## src/logic/fetch_ctl_map.vh

```
/*
  constants for the instruction fetch cycle controller: cycle points,
  cycle point timing, first address source selects, reset values.
  assumes: included by bare name from files under logic/.
*/
`ifndef FETCH_CTL_MAP_VH
`define FETCH_CTL_MAP_VH

// cycle clock: 8 points over one 1.4 us cpu cycle
`define FC_POINTS 8
`define FC_CYCLE_NS 1400
`define FC_SYS_MHZ 250
// one point lasts cycle/8 ns; rounded down to whole clocks
`define FC_POINT_NS (`FC_CYCLE_NS / `FC_POINTS)
`define FC_POINT_CYC ((`FC_POINT_NS * `FC_SYS_MHZ) / 1000)

// cycle points where things happen
`define FC_PT_START 3'h0
`define FC_PT_UPDATE 3'h1
`define FC_PT_XLATE 3'h3
`define FC_PT_BUS 3'h4
`define FC_PT_FLAG 3'h5
`define FC_PT_ADDR 3'h6
`define FC_PT_LATE 3'h2

// first address source select
`define FC_SRC_CTR 2'h0
`define FC_SRC_HOLD 2'h1
`define FC_SRC_BACKUP 2'h2

// reset values and the store-trap opcode
`define FC_CTR_RST 15'h0000
`define FC_WORD_RST 36'h000000000
`define FC_OPC_TRAP 10'h001

`endif

```

## src/logic/cycle_point_timer.v

```verilog
/*
  eight point cpu cycle clock: steps the cycle point every point period.
  assumes: one system clock; hold_in comes from logic on that clock.
*/
`timescale 1ns/100ps
`default_nettype none
`include "fetch_ctl_map.vh"

module cycle_point_timer #(
  parameter POINT_CYC = `FC_POINT_CYC
) (
  input wire sys_clk_in,
  input wire rst_in,
  input wire hold_in,
  output reg [2:0] point_out,
  output reg step_out
);

  reg [7:0] div_r; // clocks spent in the current point
  wire div_end;

  assign div_end = (div_r == POINT_CYC[7:0] - 8'h01);

  // divider and point counter; hold freezes the cycle at its point
  always @(posedge sys_clk_in or posedge rst_in) begin
    if (rst_in) begin
      div_r <= 8'h00;
      point_out <= 3'h7;
      step_out <= 1'b0;
    end else begin
      step_out <= 1'b0;
      if (hold_in) begin
        div_r <= 8'h00; // restart the point once released
      end else if (div_end) begin
        div_r <= 8'h00;
        point_out <= point_out + 3'h1; // wraps 7 -> 0
        step_out <= 1'b1;
      end else begin
        div_r <= div_r + 8'h01;
      end
    end
  end

endmodule

`default_nettype wire

```

## src/logic/index_adder.v

```verilog
/*
  index adders for the 15 bit address field (bits 3..17, 17 lowest).
  assumes: purely combinational; caller registers the result.
*/
`timescale 1ns/100ps
`default_nettype none

module index_adder #(
  parameter W = 15
) (
  input wire [W-1:0] addr_in,
  input wire carry17_in,
  input wire ones_in,
  output wire [W-1:0] sum_out
);

  wire [W-1:0] ones_field; // ones into bits 3..16, never bit 17

  assign ones_field = ones_in ? {{(W-1){1'b1}}, 1'b0} : {W{1'b0}};
  // a one into bit 17 increments; with bits 3..16 it decrements
  assign sum_out = addr_in + ones_field + {{(W-1){1'b0}}, carry17_in};

endmodule

`default_nettype wire

```

## src/logic/fetch_cycle_ctl.v

```verilog
/*
  instruction fetch cycle control: fetch flag with early/late copies,
  dual address generation for even/odd memory, counter update and
  storage bus routing into opcode, storage, tag and backup registers.
  assumes: every input comes from logic on sys_clk_in; core storage
  holds both words steady on the buses from point 4 of the fetch cycle.

  // How it works
  // - skip set: cancel overlap, force fetch
  // - conflict: wait for opcode op end, fetch
  // - backup needs e/l: enter it, else wait
  // - fetch flag set at point five
  // - fetch logically begins at point zero
  // - buffer interrupt blocks fetch flag outputs
  // - flag clears at five; early/late copies continue
  // - extra-late fetch decrements counter for halt
  // - one source gives first address, adders too
  // - second address only overlap and not diagnostic
  // - second address is first plus or minus one
  // - one into bit 17; decrement adds ones
  // - one path stores adder result for counter
  // - held value matches second fetched word
  // - channel trap routes buffer address to memory
  // - point one: held address into counter unchanged
  // - decrement: originating register; increment: receiving register
  // - counter correct: block; trap transfer loads one
  // - external trap: drop words, set store-trap bit
  // - storage bus loads storage, tag, opcode, backup
  // - eight point cycle clock, 1.4 us
  // - counter parity picks bus for opcode register
*/
`timescale 1ns/100ps
`default_nettype none
`include "fetch_ctl_map.vh"

module fetch_cycle_ctl #(
  parameter POINT_CYC = `FC_POINT_CYC,
  parameter AW = 15
) (
  input wire sys_clk_in,
  input wire rst_in,
  input wire skip_flag_in,
  input wire overlap_conflict_in,
  input wire backup_needs_el_in,
  input wire opcode_op_done_in,
  input wire buffer_interrupt_in,
  input wire halt_transfer_op_in,
  input wire overlap_mode_in,
  input wire diag_mode_in,
  input wire channel_trap_in,
  input wire [AW-1:0] buffer_addr_in,
  input wire [1:0] first_src_in,
  input wire decrement_in,
  input wire update_to_backup_in,
  input wire counter_correct_in,
  input wire trap_mode_in,
  input wire cond_xfer_ok_in,
  input wire external_trap_in,
  input wire prefix_load_in,
  input wire long_set_in,
  input wire [0:35] storage_bus_even_in,
  input wire [0:35] storage_bus_odd_in,
  output reg fetch_flag_out,
  output reg fetch_addr_gate_out,
  output reg fetch_early_out,
  output reg fetch_late_out,
  output reg fetch_xlate_out,
  output reg el_cycle_out,
  output reg [2:0] cycle_point_out,
  output reg [AW-1:0] mem_addr_even_out,
  output reg [AW-1:0] mem_addr_odd_out,
  output reg mem_addr_even_valid_out,
  output reg mem_addr_odd_valid_out,
  output reg [AW-1:0] instr_counter_out,
  output reg [AW-1:0] addr_hold_reg_out,
  output reg [0:9] opcode_reg_out,
  output reg [0:35] storage_word_reg_out,
  output reg [0:2] tag_field_reg_out,
  output reg [0:35] instr_backup_reg_out
);

  wire [2:0] point; // current cycle point
  wire step; // one clock pulse on entering a point
  reg fetch_r; // fetch-cycle trigger
  reg early_r; // early copy: point 0 to end of cycle
  reg late_r; // late copy: point 2 to end of cycle
  reg addr_r; // addressing gate: point 6 onward
  reg dec_r; // held address was decremented
  reg dest_backup_r; // held address sits in backup register
  reg [1:0] src_r; // register that gave the first address
  reg [AW-1:0] first_r; // first address of the pair
  reg [AW-1:0] add_a; // adder operand
  reg add_c; // carry into bit 17
  reg add_ones; // ones into bits 3..16
  wire [AW-1:0] add_sum; // adder result
  wire blocked; // buffer cycles pending
  wire at_flag;
  wire at_addr;
  wire at_start;
  wire at_late;
  wire at_update;
  wire at_xlate;
  wire at_bus;
  wire go_fetch; // decision taken at point 5
  reg [AW-1:0] first_sel; // selected first address
  reg [0:35] to_opcode; // bus bound for opcode side
  reg [0:35] to_backup; // bus bound for backup register

  // backup register address field: bits 21..35
  function [AW-1:0] addr_of;
    input [0:35] w;
    begin
      addr_of = w[21:35];
    end
  endfunction

  assign blocked = buffer_interrupt_in;
  assign at_flag = step && point == `FC_PT_FLAG;
  assign at_addr = step && point == `FC_PT_ADDR;
  assign at_start = step && point == `FC_PT_START;
  assign at_late = step && point == `FC_PT_LATE;
  assign at_update = step && point == `FC_PT_UPDATE && early_r;
  assign at_xlate = step && point == `FC_PT_XLATE && early_r;
  assign at_bus = step && point == `FC_PT_BUS && early_r;

  // next-cycle decision: skip, conflict, or backup e/l test
  assign go_fetch = skip_flag_in ? 1'b1 :
    overlap_conflict_in ? opcode_op_done_in :
    (!backup_needs_el_in && opcode_op_done_in);

  // cycle clock; frozen while a fetch waits on buffer cycles
  cycle_point_timer #(
    .POINT_CYC(POINT_CYC)
  ) u_timer (
    .sys_clk_in(sys_clk_in),
    .rst_in(rst_in),
    .hold_in(fetch_r && blocked),
    .point_out(point),
    .step_out(step)
  );

  // first address: exactly one of counter, hold reg, backup field
  always @* begin
    case (first_src_in)
      `FC_SRC_HOLD: first_sel = addr_hold_reg_out;
      `FC_SRC_BACKUP: first_sel = addr_of(instr_backup_reg_out);
      default: first_sel = instr_counter_out;
    endcase
  end

  // adder operand and injections by phase
  always @* begin
    add_a = first_sel;
    add_c = 1'b1; // bit 17 one at point 6
    add_ones = decrement_in;
    if (at_update) begin
      add_c = 1'b0; // pass through unchanged
      add_ones = 1'b0;
      if (counter_correct_in) begin
        add_a = {AW{1'b0}};
        add_c = trap_mode_in && cond_xfer_ok_in; // loads 00001
      end else if (dec_r ? (src_r == `FC_SRC_BACKUP) : dest_backup_r) begin
        add_a = addr_of(instr_backup_reg_out);
      end else if (dec_r && src_r == `FC_SRC_CTR) begin
        add_a = first_r; // counter gave the address
      end else begin
        add_a = addr_hold_reg_out;
      end
    end else if (at_xlate) begin
      add_a = instr_counter_out;
      add_ones = 1'b1; // minus one for halt
    end
  end

  index_adder #(
    .W(AW)
  ) u_adder (
    .addr_in(add_a),
    .carry17_in(add_c),
    .ones_in(add_ones),
    .sum_out(add_sum)
  );

  // storage bus routing by parity of the already-advanced counter
  always @* begin
    if (instr_counter_out[0]) begin
      to_opcode = storage_bus_even_in;
      to_backup = storage_bus_odd_in;
    end else begin
      to_opcode = storage_bus_odd_in;
      to_backup = storage_bus_even_in;
    end
  end

  // fetch trigger and its delayed copies
  always @(posedge sys_clk_in or posedge rst_in) begin
    if (rst_in) begin
      fetch_r <= 1'b0;
      early_r <= 1'b0;
      late_r <= 1'b0;
      addr_r <= 1'b0;
      el_cycle_out <= 1'b0;
    end else begin
      if (at_flag) begin
        // set or cleared at point 5
        fetch_r <= go_fetch;
        el_cycle_out <= !skip_flag_in && !overlap_conflict_in
          && backup_needs_el_in;
        addr_r <= 1'b0;
      end
      if (at_addr) begin
        addr_r <= fetch_r; // addressing gates from point 6
      end
      if (at_start) begin
        early_r <= fetch_r; // logical start
        late_r <= 1'b0;
      end
      if (at_late) begin
        late_r <= early_r; // lasts to cycle end
      end
    end
  end

  // registered flag outputs, blocked while buffer cycles pend
  always @(posedge sys_clk_in or posedge rst_in) begin
    if (rst_in) begin
      fetch_flag_out <= 1'b0;
      fetch_addr_gate_out <= 1'b0;
      fetch_early_out <= 1'b0;
      fetch_late_out <= 1'b0;
      cycle_point_out <= 3'h7;
    end else begin
      fetch_flag_out <= fetch_r && !blocked;
      fetch_addr_gate_out <= addr_r && !blocked;
      fetch_early_out <= early_r && !blocked;
      fetch_late_out <= late_r && !blocked;
      cycle_point_out <= point;
    end
  end

  // address gating to memory and temporary holding at point 6
  always @(posedge sys_clk_in or posedge rst_in) begin
    if (rst_in) begin
      mem_addr_even_out <= {AW{1'b0}};
      mem_addr_odd_out <= {AW{1'b0}};
      mem_addr_even_valid_out <= 1'b0;
      mem_addr_odd_valid_out <= 1'b0;
      addr_hold_reg_out <= {AW{1'b0}};
      first_r <= {AW{1'b0}};
      dec_r <= 1'b0;
      dest_backup_r <= 1'b0;
      src_r <= `FC_SRC_CTR;
    end else if (at_flag) begin
      mem_addr_even_valid_out <= 1'b0;
      mem_addr_odd_valid_out <= 1'b0;
    end else if (at_addr && fetch_r) begin
      if (channel_trap_in) begin
        // trap location from buffer address register
        mem_addr_even_out <= buffer_addr_in;
        mem_addr_odd_out <= buffer_addr_in;
        mem_addr_even_valid_out <= !buffer_addr_in[0];
        mem_addr_odd_valid_out <= buffer_addr_in[0];
      end else begin
        if (first_sel[0]) begin
          mem_addr_odd_out <= first_sel;
          mem_addr_odd_valid_out <= 1'b1;
          mem_addr_even_out <= add_sum;
          mem_addr_even_valid_out <= overlap_mode_in && !diag_mode_in;
        end else begin
          mem_addr_even_out <= first_sel;
          mem_addr_even_valid_out <= 1'b1;
          mem_addr_odd_out <= add_sum;
          mem_addr_odd_valid_out <= overlap_mode_in && !diag_mode_in;
        end
        // one update path: hold reg or backup field
        if (!update_to_backup_in) begin
          addr_hold_reg_out <= add_sum;
        end
        first_r <= first_sel;
        dec_r <= decrement_in;
        dest_backup_r <= update_to_backup_in;
        src_r <= first_src_in;
      end
    end
  end

  // counter update at point 1, halt decrement at point 3
  always @(posedge sys_clk_in or posedge rst_in) begin
    if (rst_in) begin
      instr_counter_out <= `FC_CTR_RST;
      fetch_xlate_out <= 1'b0;
    end else begin
      fetch_xlate_out <= 1'b0;
      if (at_update) begin
        if (!counter_correct_in || (trap_mode_in && cond_xfer_ok_in)) begin
          instr_counter_out <= add_sum;
        end
      end else if (at_xlate && halt_transfer_op_in) begin
        instr_counter_out <= add_sum; // true halt address
        fetch_xlate_out <= 1'b1;
      end
    end
  end

  // storage bus loads at point 4; long set repeats into backup at 5
  always @(posedge sys_clk_in or posedge rst_in) begin
    if (rst_in) begin
      opcode_reg_out <= 10'h000;
      storage_word_reg_out <= `FC_WORD_RST;
      tag_field_reg_out <= 3'h0;
      instr_backup_reg_out <= `FC_WORD_RST;
    end else if (at_addr && fetch_r && !channel_trap_in && update_to_backup_in) begin
      instr_backup_reg_out[21:35] <= add_sum; // held next address
    end else if (at_bus) begin
      if (external_trap_in) begin
        opcode_reg_out <= `FC_OPC_TRAP; // store-trap bit 9
      end else begin
        // words present by point 4
        storage_word_reg_out <= to_opcode;
        tag_field_reg_out <= to_opcode[18:20];
        if (prefix_load_in) begin
          opcode_reg_out <= {to_opcode[0], 7'h00, to_opcode[1:2]};
        end else begin
          opcode_reg_out <= {to_opcode[0], to_opcode[3:11]};
        end
        instr_backup_reg_out <= to_backup; // short set pulse
      end
    end else if (step && point == `FC_PT_FLAG && early_r && long_set_in
        && !external_trap_in) begin
      instr_backup_reg_out <= storage_word_reg_out; // long set
    end
  end

endmodule

`default_nettype wire

```

## config.mk

```make
export PLATFORM = sky130hd
export DESIGN_NAME = fetch_cycle_ctl
export DESIGN_NICKNAME = d
export VERILOG_FILES = /design/src/logic/cycle_point_timer.v /design/src/logic/index_adder.v /design/src/logic/fetch_cycle_ctl.v
export VERILOG_INCLUDE_DIRS = /design/src /design/src/logic
export SDC_FILE = /design/constraint.sdc
export NUM_CORES = 1
export LEC_CHECK = 0
export BUFFER_PORTS_ARGS = -buffer_cell sky130_fd_sc_hd__buf_2
export CORE_MARGIN = 1
export CORE_UTILIZATION = 39
export DETAILED_ROUTE_END_ITERATION = 16
export SKIP_LAST_GASP = 1
export SLEW_MARGIN = 5
export SYNTH_ARGS = -nofsm -noshare
export SYNTH_HDL_FRONTEND = slang
export SYNTH_SLANG_ARGS = --single-unit
export TNS_END_PERCENT = 50
```

## constraint.sdc

```tcl
create_clock -name sys_clk_in -period 7.5 [get_ports sys_clk_in]
set_clock_uncertainty 0.1 [all_clocks]
set_input_delay 1.5 -clock sys_clk_in [delete_from_list [all_inputs] [get_ports sys_clk_in]]
set_output_delay 1.5 -clock sys_clk_in [all_outputs]
set_load 0.1 [all_outputs]
```

==> run summary <==
RUN STATUS
------------------------------------------------------------------------------------------------------
Status ..................................................................................    completed

ROUTE
------------------------------------------------------------------------------------------------------
Topmost layer with routed signal wires ..................................................         met4
Total via count after detailed routing ..................................................         9999
DRC violation count after routing .......................................................            0
Detailed-route vias per instance ........................................................         5.69
WL met3 ................................................................................. 3080 microns
Post-DR wirelength/cell ................................................................. 21.1 microns
Detailed-route wire length on metal 1 ................................................... 15700 microns
DR WL met2 .............................................................................. 17000 microns
Wire length reported by the detailed router ............................................. 37100 microns
Iteration count of the initial detailed-routing pass ....................................            5
Final antenna-violating net count .......................................................            0
1st-iter DRT viols ......................................................................          976

PWR
------------------------------------------------------------------------------------------------------
Max rail drop VDD .......................................................................     0.157 mV
Power density normalized to cell area ...................................................  210 mW/mm^2
Static leakage ..........................................................................      6.34 nW

SYNTH
------------------------------------------------------------------------------------------------------
Prevailing post-synth register cell ..................................................... sky130_fd_sc_hd__dfrtp_1
Number of unique standard cell types used by synthesis ..................................           70
Synthesized area per cell ...............................................................   9.00 sq um
Area share of the leading cell type in the synthesized netlist ..........................        42.6%
Sequential share of the synthesized area ................................................        44.0%
Top post-synthesis cells by area ........................................................ sky130_fd_sc_hd__dfrtp_1 43%, sky130_fd_sc_hd__mux2i_1 8.0%, sky130_fd_sc_hd__a21oi_1 5.7%
Library cell with the largest summed area after synthesis ............................... sky130_fd_sc_hd__dfrtp_1
Instance count of the mapped netlist ....................................................         1189
Synth Net Count .........................................................................         1309
Number of flops mapped to enable cells by yosys .........................................            0
Netlist area before placement ........................................................... 0.0107 sq mm
Register bit count reported by yosys ....................................................          188
Ys async rst share ......................................................................         100%
YS warnings .............................................................................            0
Commonest cells post-synth .............................................................. 182 x sky130_fd_sc_hd__dfrtp_1, 138 x sky130_fd_sc_hd__nor2_1, 135 x sky130_fd_sc_hd__nand2_1
Dominant cell by count in the synthesized netlist ....................................... sky130_fd_sc_hd__dfrtp_1

WORST SETUP PATH
------------------------------------------------------------------------------------------------------
Launching point of the worst reg2reg path ............................................... u_timer.point_out[0]
CP startpoint kind ......................................................................    input pin
Required time worst endpoint ............................................................      7760 ps
Cell seen most often among critical-path stages ......................................... sky130_fd_sc_hd__ha_1
Maximum fanout encountered on the critical timing path ..................................           24
Crit end category .......................................................................     register
WS Path Type ............................................................................ input pin to register
Cells along the critical path ........................................................... buf_2 > inv_1 > ha_1 > nand2_1 > o21a_1 > nor2_1 > a21oi_1 > o21ai_0 > ha_1 > ha_1 > a221o_1 > nand2_1 > nor4_1 > nor2_1 > a221o_1 > a2111oi_4 > mux2i_1 > a21oi_1
Flop-to-flop setup slack ................................................................      2600 ps
RR Endpoint ............................................................................. mem_addr_even_out[10]
Slowest Stage Delay on Critical Path ....................................................       630 ps
Slowest stage cell, crit path ........................................................... sky130_fd_sc_hd__ha_1
Arrival time at the worst endpoint ......................................................      5890 ps
Number of cells on the worst reg-to-reg path ............................................           14

STA
------------------------------------------------------------------------------------------------------
Fraction of the cycle the final worst path needs ........................................        75.1%
Total setup violations reported at the end of the flow ..................................            0
Worst relative slew slack ...............................................................        20.9%
Max Transition Viols Final ..............................................................            0
Setup repair after global routing missed its margin .....................................           no
Setup tns final .........................................................................         0 ps
Fmax ....................................................................................      178 MHz
Min cycle time layout ...................................................................      5630 ps
Slew at the pin closest to its max-slew limit ...........................................      1180 ps
Final worst slack .......................................................................      1870 ps
Hold violation count in the final report ................................................            0

LAYOUT
------------------------------------------------------------------------------------------------------
Layout filler cell count ................................................................         2612
Register area ........................................................................... 0.00472 sq mm
Layout cells sized above 1 ..............................................................        25.5%
Area growth from synthesis to final layout ..............................................        20.0%
Net count reported at finish ............................................................         1523
Inserted Diodes .........................................................................            0
Area occupied by multi-input gates ...................................................... 0.00558 sq mm

HOLD PATH
------------------------------------------------------------------------------------------------------
End point of the most critical hold path ................................................ cycle_point_out[1]
Worst min path class .................................................................... register to register
Worst hold path depth ...................................................................            0
Hold path start ......................................................................... u_timer.point_out[1]

CTS
------------------------------------------------------------------------------------------------------
Clock net sink count ....................................................................          188
Number of buffers inserted during clock tree synthesis ..................................           17
TritonCTS clock tree ....................................................................          yes
H-tree Lvls .............................................................................            4
Maximum clock insertion buffer count ....................................................            2
Number of gates resized after cts .......................................................            0
Post-CTS Setup Bufs .....................................................................            0
Clock transition at the register clock pins on the worst setup and hold paths after CTS .        80 ps
Hold buffers post-CTS ...................................................................            0
Skew-Pair Late Insertion Delay ..........................................................       440 ps
Root buffer cell ........................................................................ sky130_fd_sc_hd__clkbuf_16

GLOBAL ROUTE
------------------------------------------------------------------------------------------------------
Largest net degree at the start of global routing .......................................           85
GRT Residual Overflow ...................................................................            0
Via count of the first global-routing pass ..............................................         9720
Wire length of the first global-routing pass ............................................ 57800 microns
Initial antenna violation count .........................................................            0
Combined global-route utilization of all metal layers ...................................        26.9%

FLOORPLAN
------------------------------------------------------------------------------------------------------
Row count ...............................................................................           60
Initial cell density of the core ........................................................        39.7%
Total core area ......................................................................... 0.0270 sq mm
Die outline height ......................................................................  168 microns
Chip Width ..............................................................................  168 microns
Area of the die ......................................................................... 0.0281 sq mm
Number of primary I/O pins ..............................................................          264

PLACEMENT
------------------------------------------------------------------------------------------------------
Pre-CTS setup slack .....................................................................      1550 ps
HPWL after DPL .......................................................................... 27300 microns
Final GP Congestion .....................................................................        0.990
I/O Buffers .............................................................................          263

RUN
------------------------------------------------------------------------------------------------------
Max capacitance violation total .........................................................            0

-- cell usage in the layout (no fill, tap or decap), drive strengths merged, types with 7 or more instances in the layout --
master	instances
a22oi	8
buf	280
clkbuf	17
nor2b	14
nor2	138
and3	7
o22ai	13
a211oi	32
nand2	135
a21oi	122
mux2i	86
inv	23
nand2b	17
ha	12
nor3	14
clkinv	7
o31ai	17
o21ai	112
a221oi	14
o21a	10
xor2	13
or2	10
dfrtp	182
mux2	27
nand3	13
-- state kept, by name, summed over array words and instances, names as in the netlist, 2 cells and up --
name,cells
addr_hold_reg_out,15
cycle_point_out,3
first_r,15
instr_backup_reg_out,36
instr_counter_out,15
mem_addr_even_out,15
mem_addr_odd_out,15
opcode_reg_out,10
src_r,2
storage_word_reg_out,36
u_timer.div_r,8
u_timer.point_out,3
-- routing by layer --
layer,track usage (%),vias to the layer above
li1,-,4696
met1,34.7,4789
met2,43.2,447
met3,6.93,67
met4,10.7,0
met5,0,-
-- power by group --
part | internal (W) | switching (W)
Combinational | 0.000170 | 0.000468
Sequential | 0.00105 | 0.0000591
Clock | 0.000479 | 0.000472
Total | 0.00169 | 0.000999
-- how the worst max path moves through the flow --
stage               startpoint                    end  cells after the start
5_1_grt        first_src_in[0]   mem_addr_odd_out[10]                     18
3_3_place_gp   first_src_in[0]  mem_addr_even_out[10]                     18
2_1_floorplan           rst_in   addr_hold_reg_out[0]                      1
6_report       first_src_in[0]  mem_addr_even_out[10]                     18
4_1_cts        first_src_in[0]   mem_addr_odd_out[10]                     18
3_5_place_dp   first_src_in[0]   mem_addr_odd_out[10]                     18
-- per-stage QoR --
| step | total power, W | util (%) | hold WS (ps) | area, sq um | instances |
|---|---|---|---|---|---|
| floorplan | 0.00156 | - | 265 | 10700 | 1189 |
| global placement | 0.00175 | 45.4 | 291 | 12200 | 1725 |
| detailed placement | 0.00176 | 45.4 | 292 | 12200 | 1725 |
| CTS | 0.00270 | 47.7 | 304 | 12800 | 1757 |
| global route | 0.00279 | 47.7 | 305 | 12800 | 1757 |
| finish | 0.00269 | 47.7 | 298 | 12800 | 1757 |
-- cell families (layout without fill, tap and decap cells) --
kind of cell	Yosys count	after routing	synth area share (%)
AO/OA/AOI/OAI	384	384	22.5
XOR/XNOR	19	19	1.56
adder cells (fa/ha/maj)	12	12	1.40
buffers and inverters	103	330	3.96
flip-flops	188	188	44.0
multiplexers	115	115	11.3
AND/OR/NAND/NOR	368	368	15.2
-- final cells by class --
type / instances / share of cell area (%)
repair buffers: 280 / 11.2
inverters: 18 / 0.585
clock inverters: 15 / 1.39
multi-input cells: 898 / 43.4
clock buffers: 17 / 3.31
well taps: 341 / 3.32
flip-flops and latches: 188 / 36.7
-- critical path, delay by kind of cell --
family / cells / cell delay [ps]
and+or+nand+nor: 5 / 1140
adders and majority gates: 3 / 980
muxes: 1 / 140
AOI/OAI and AO/OA: 7 / 1950
buffers and inverters: 2 / 150
(Power assumes the default switching activity.)
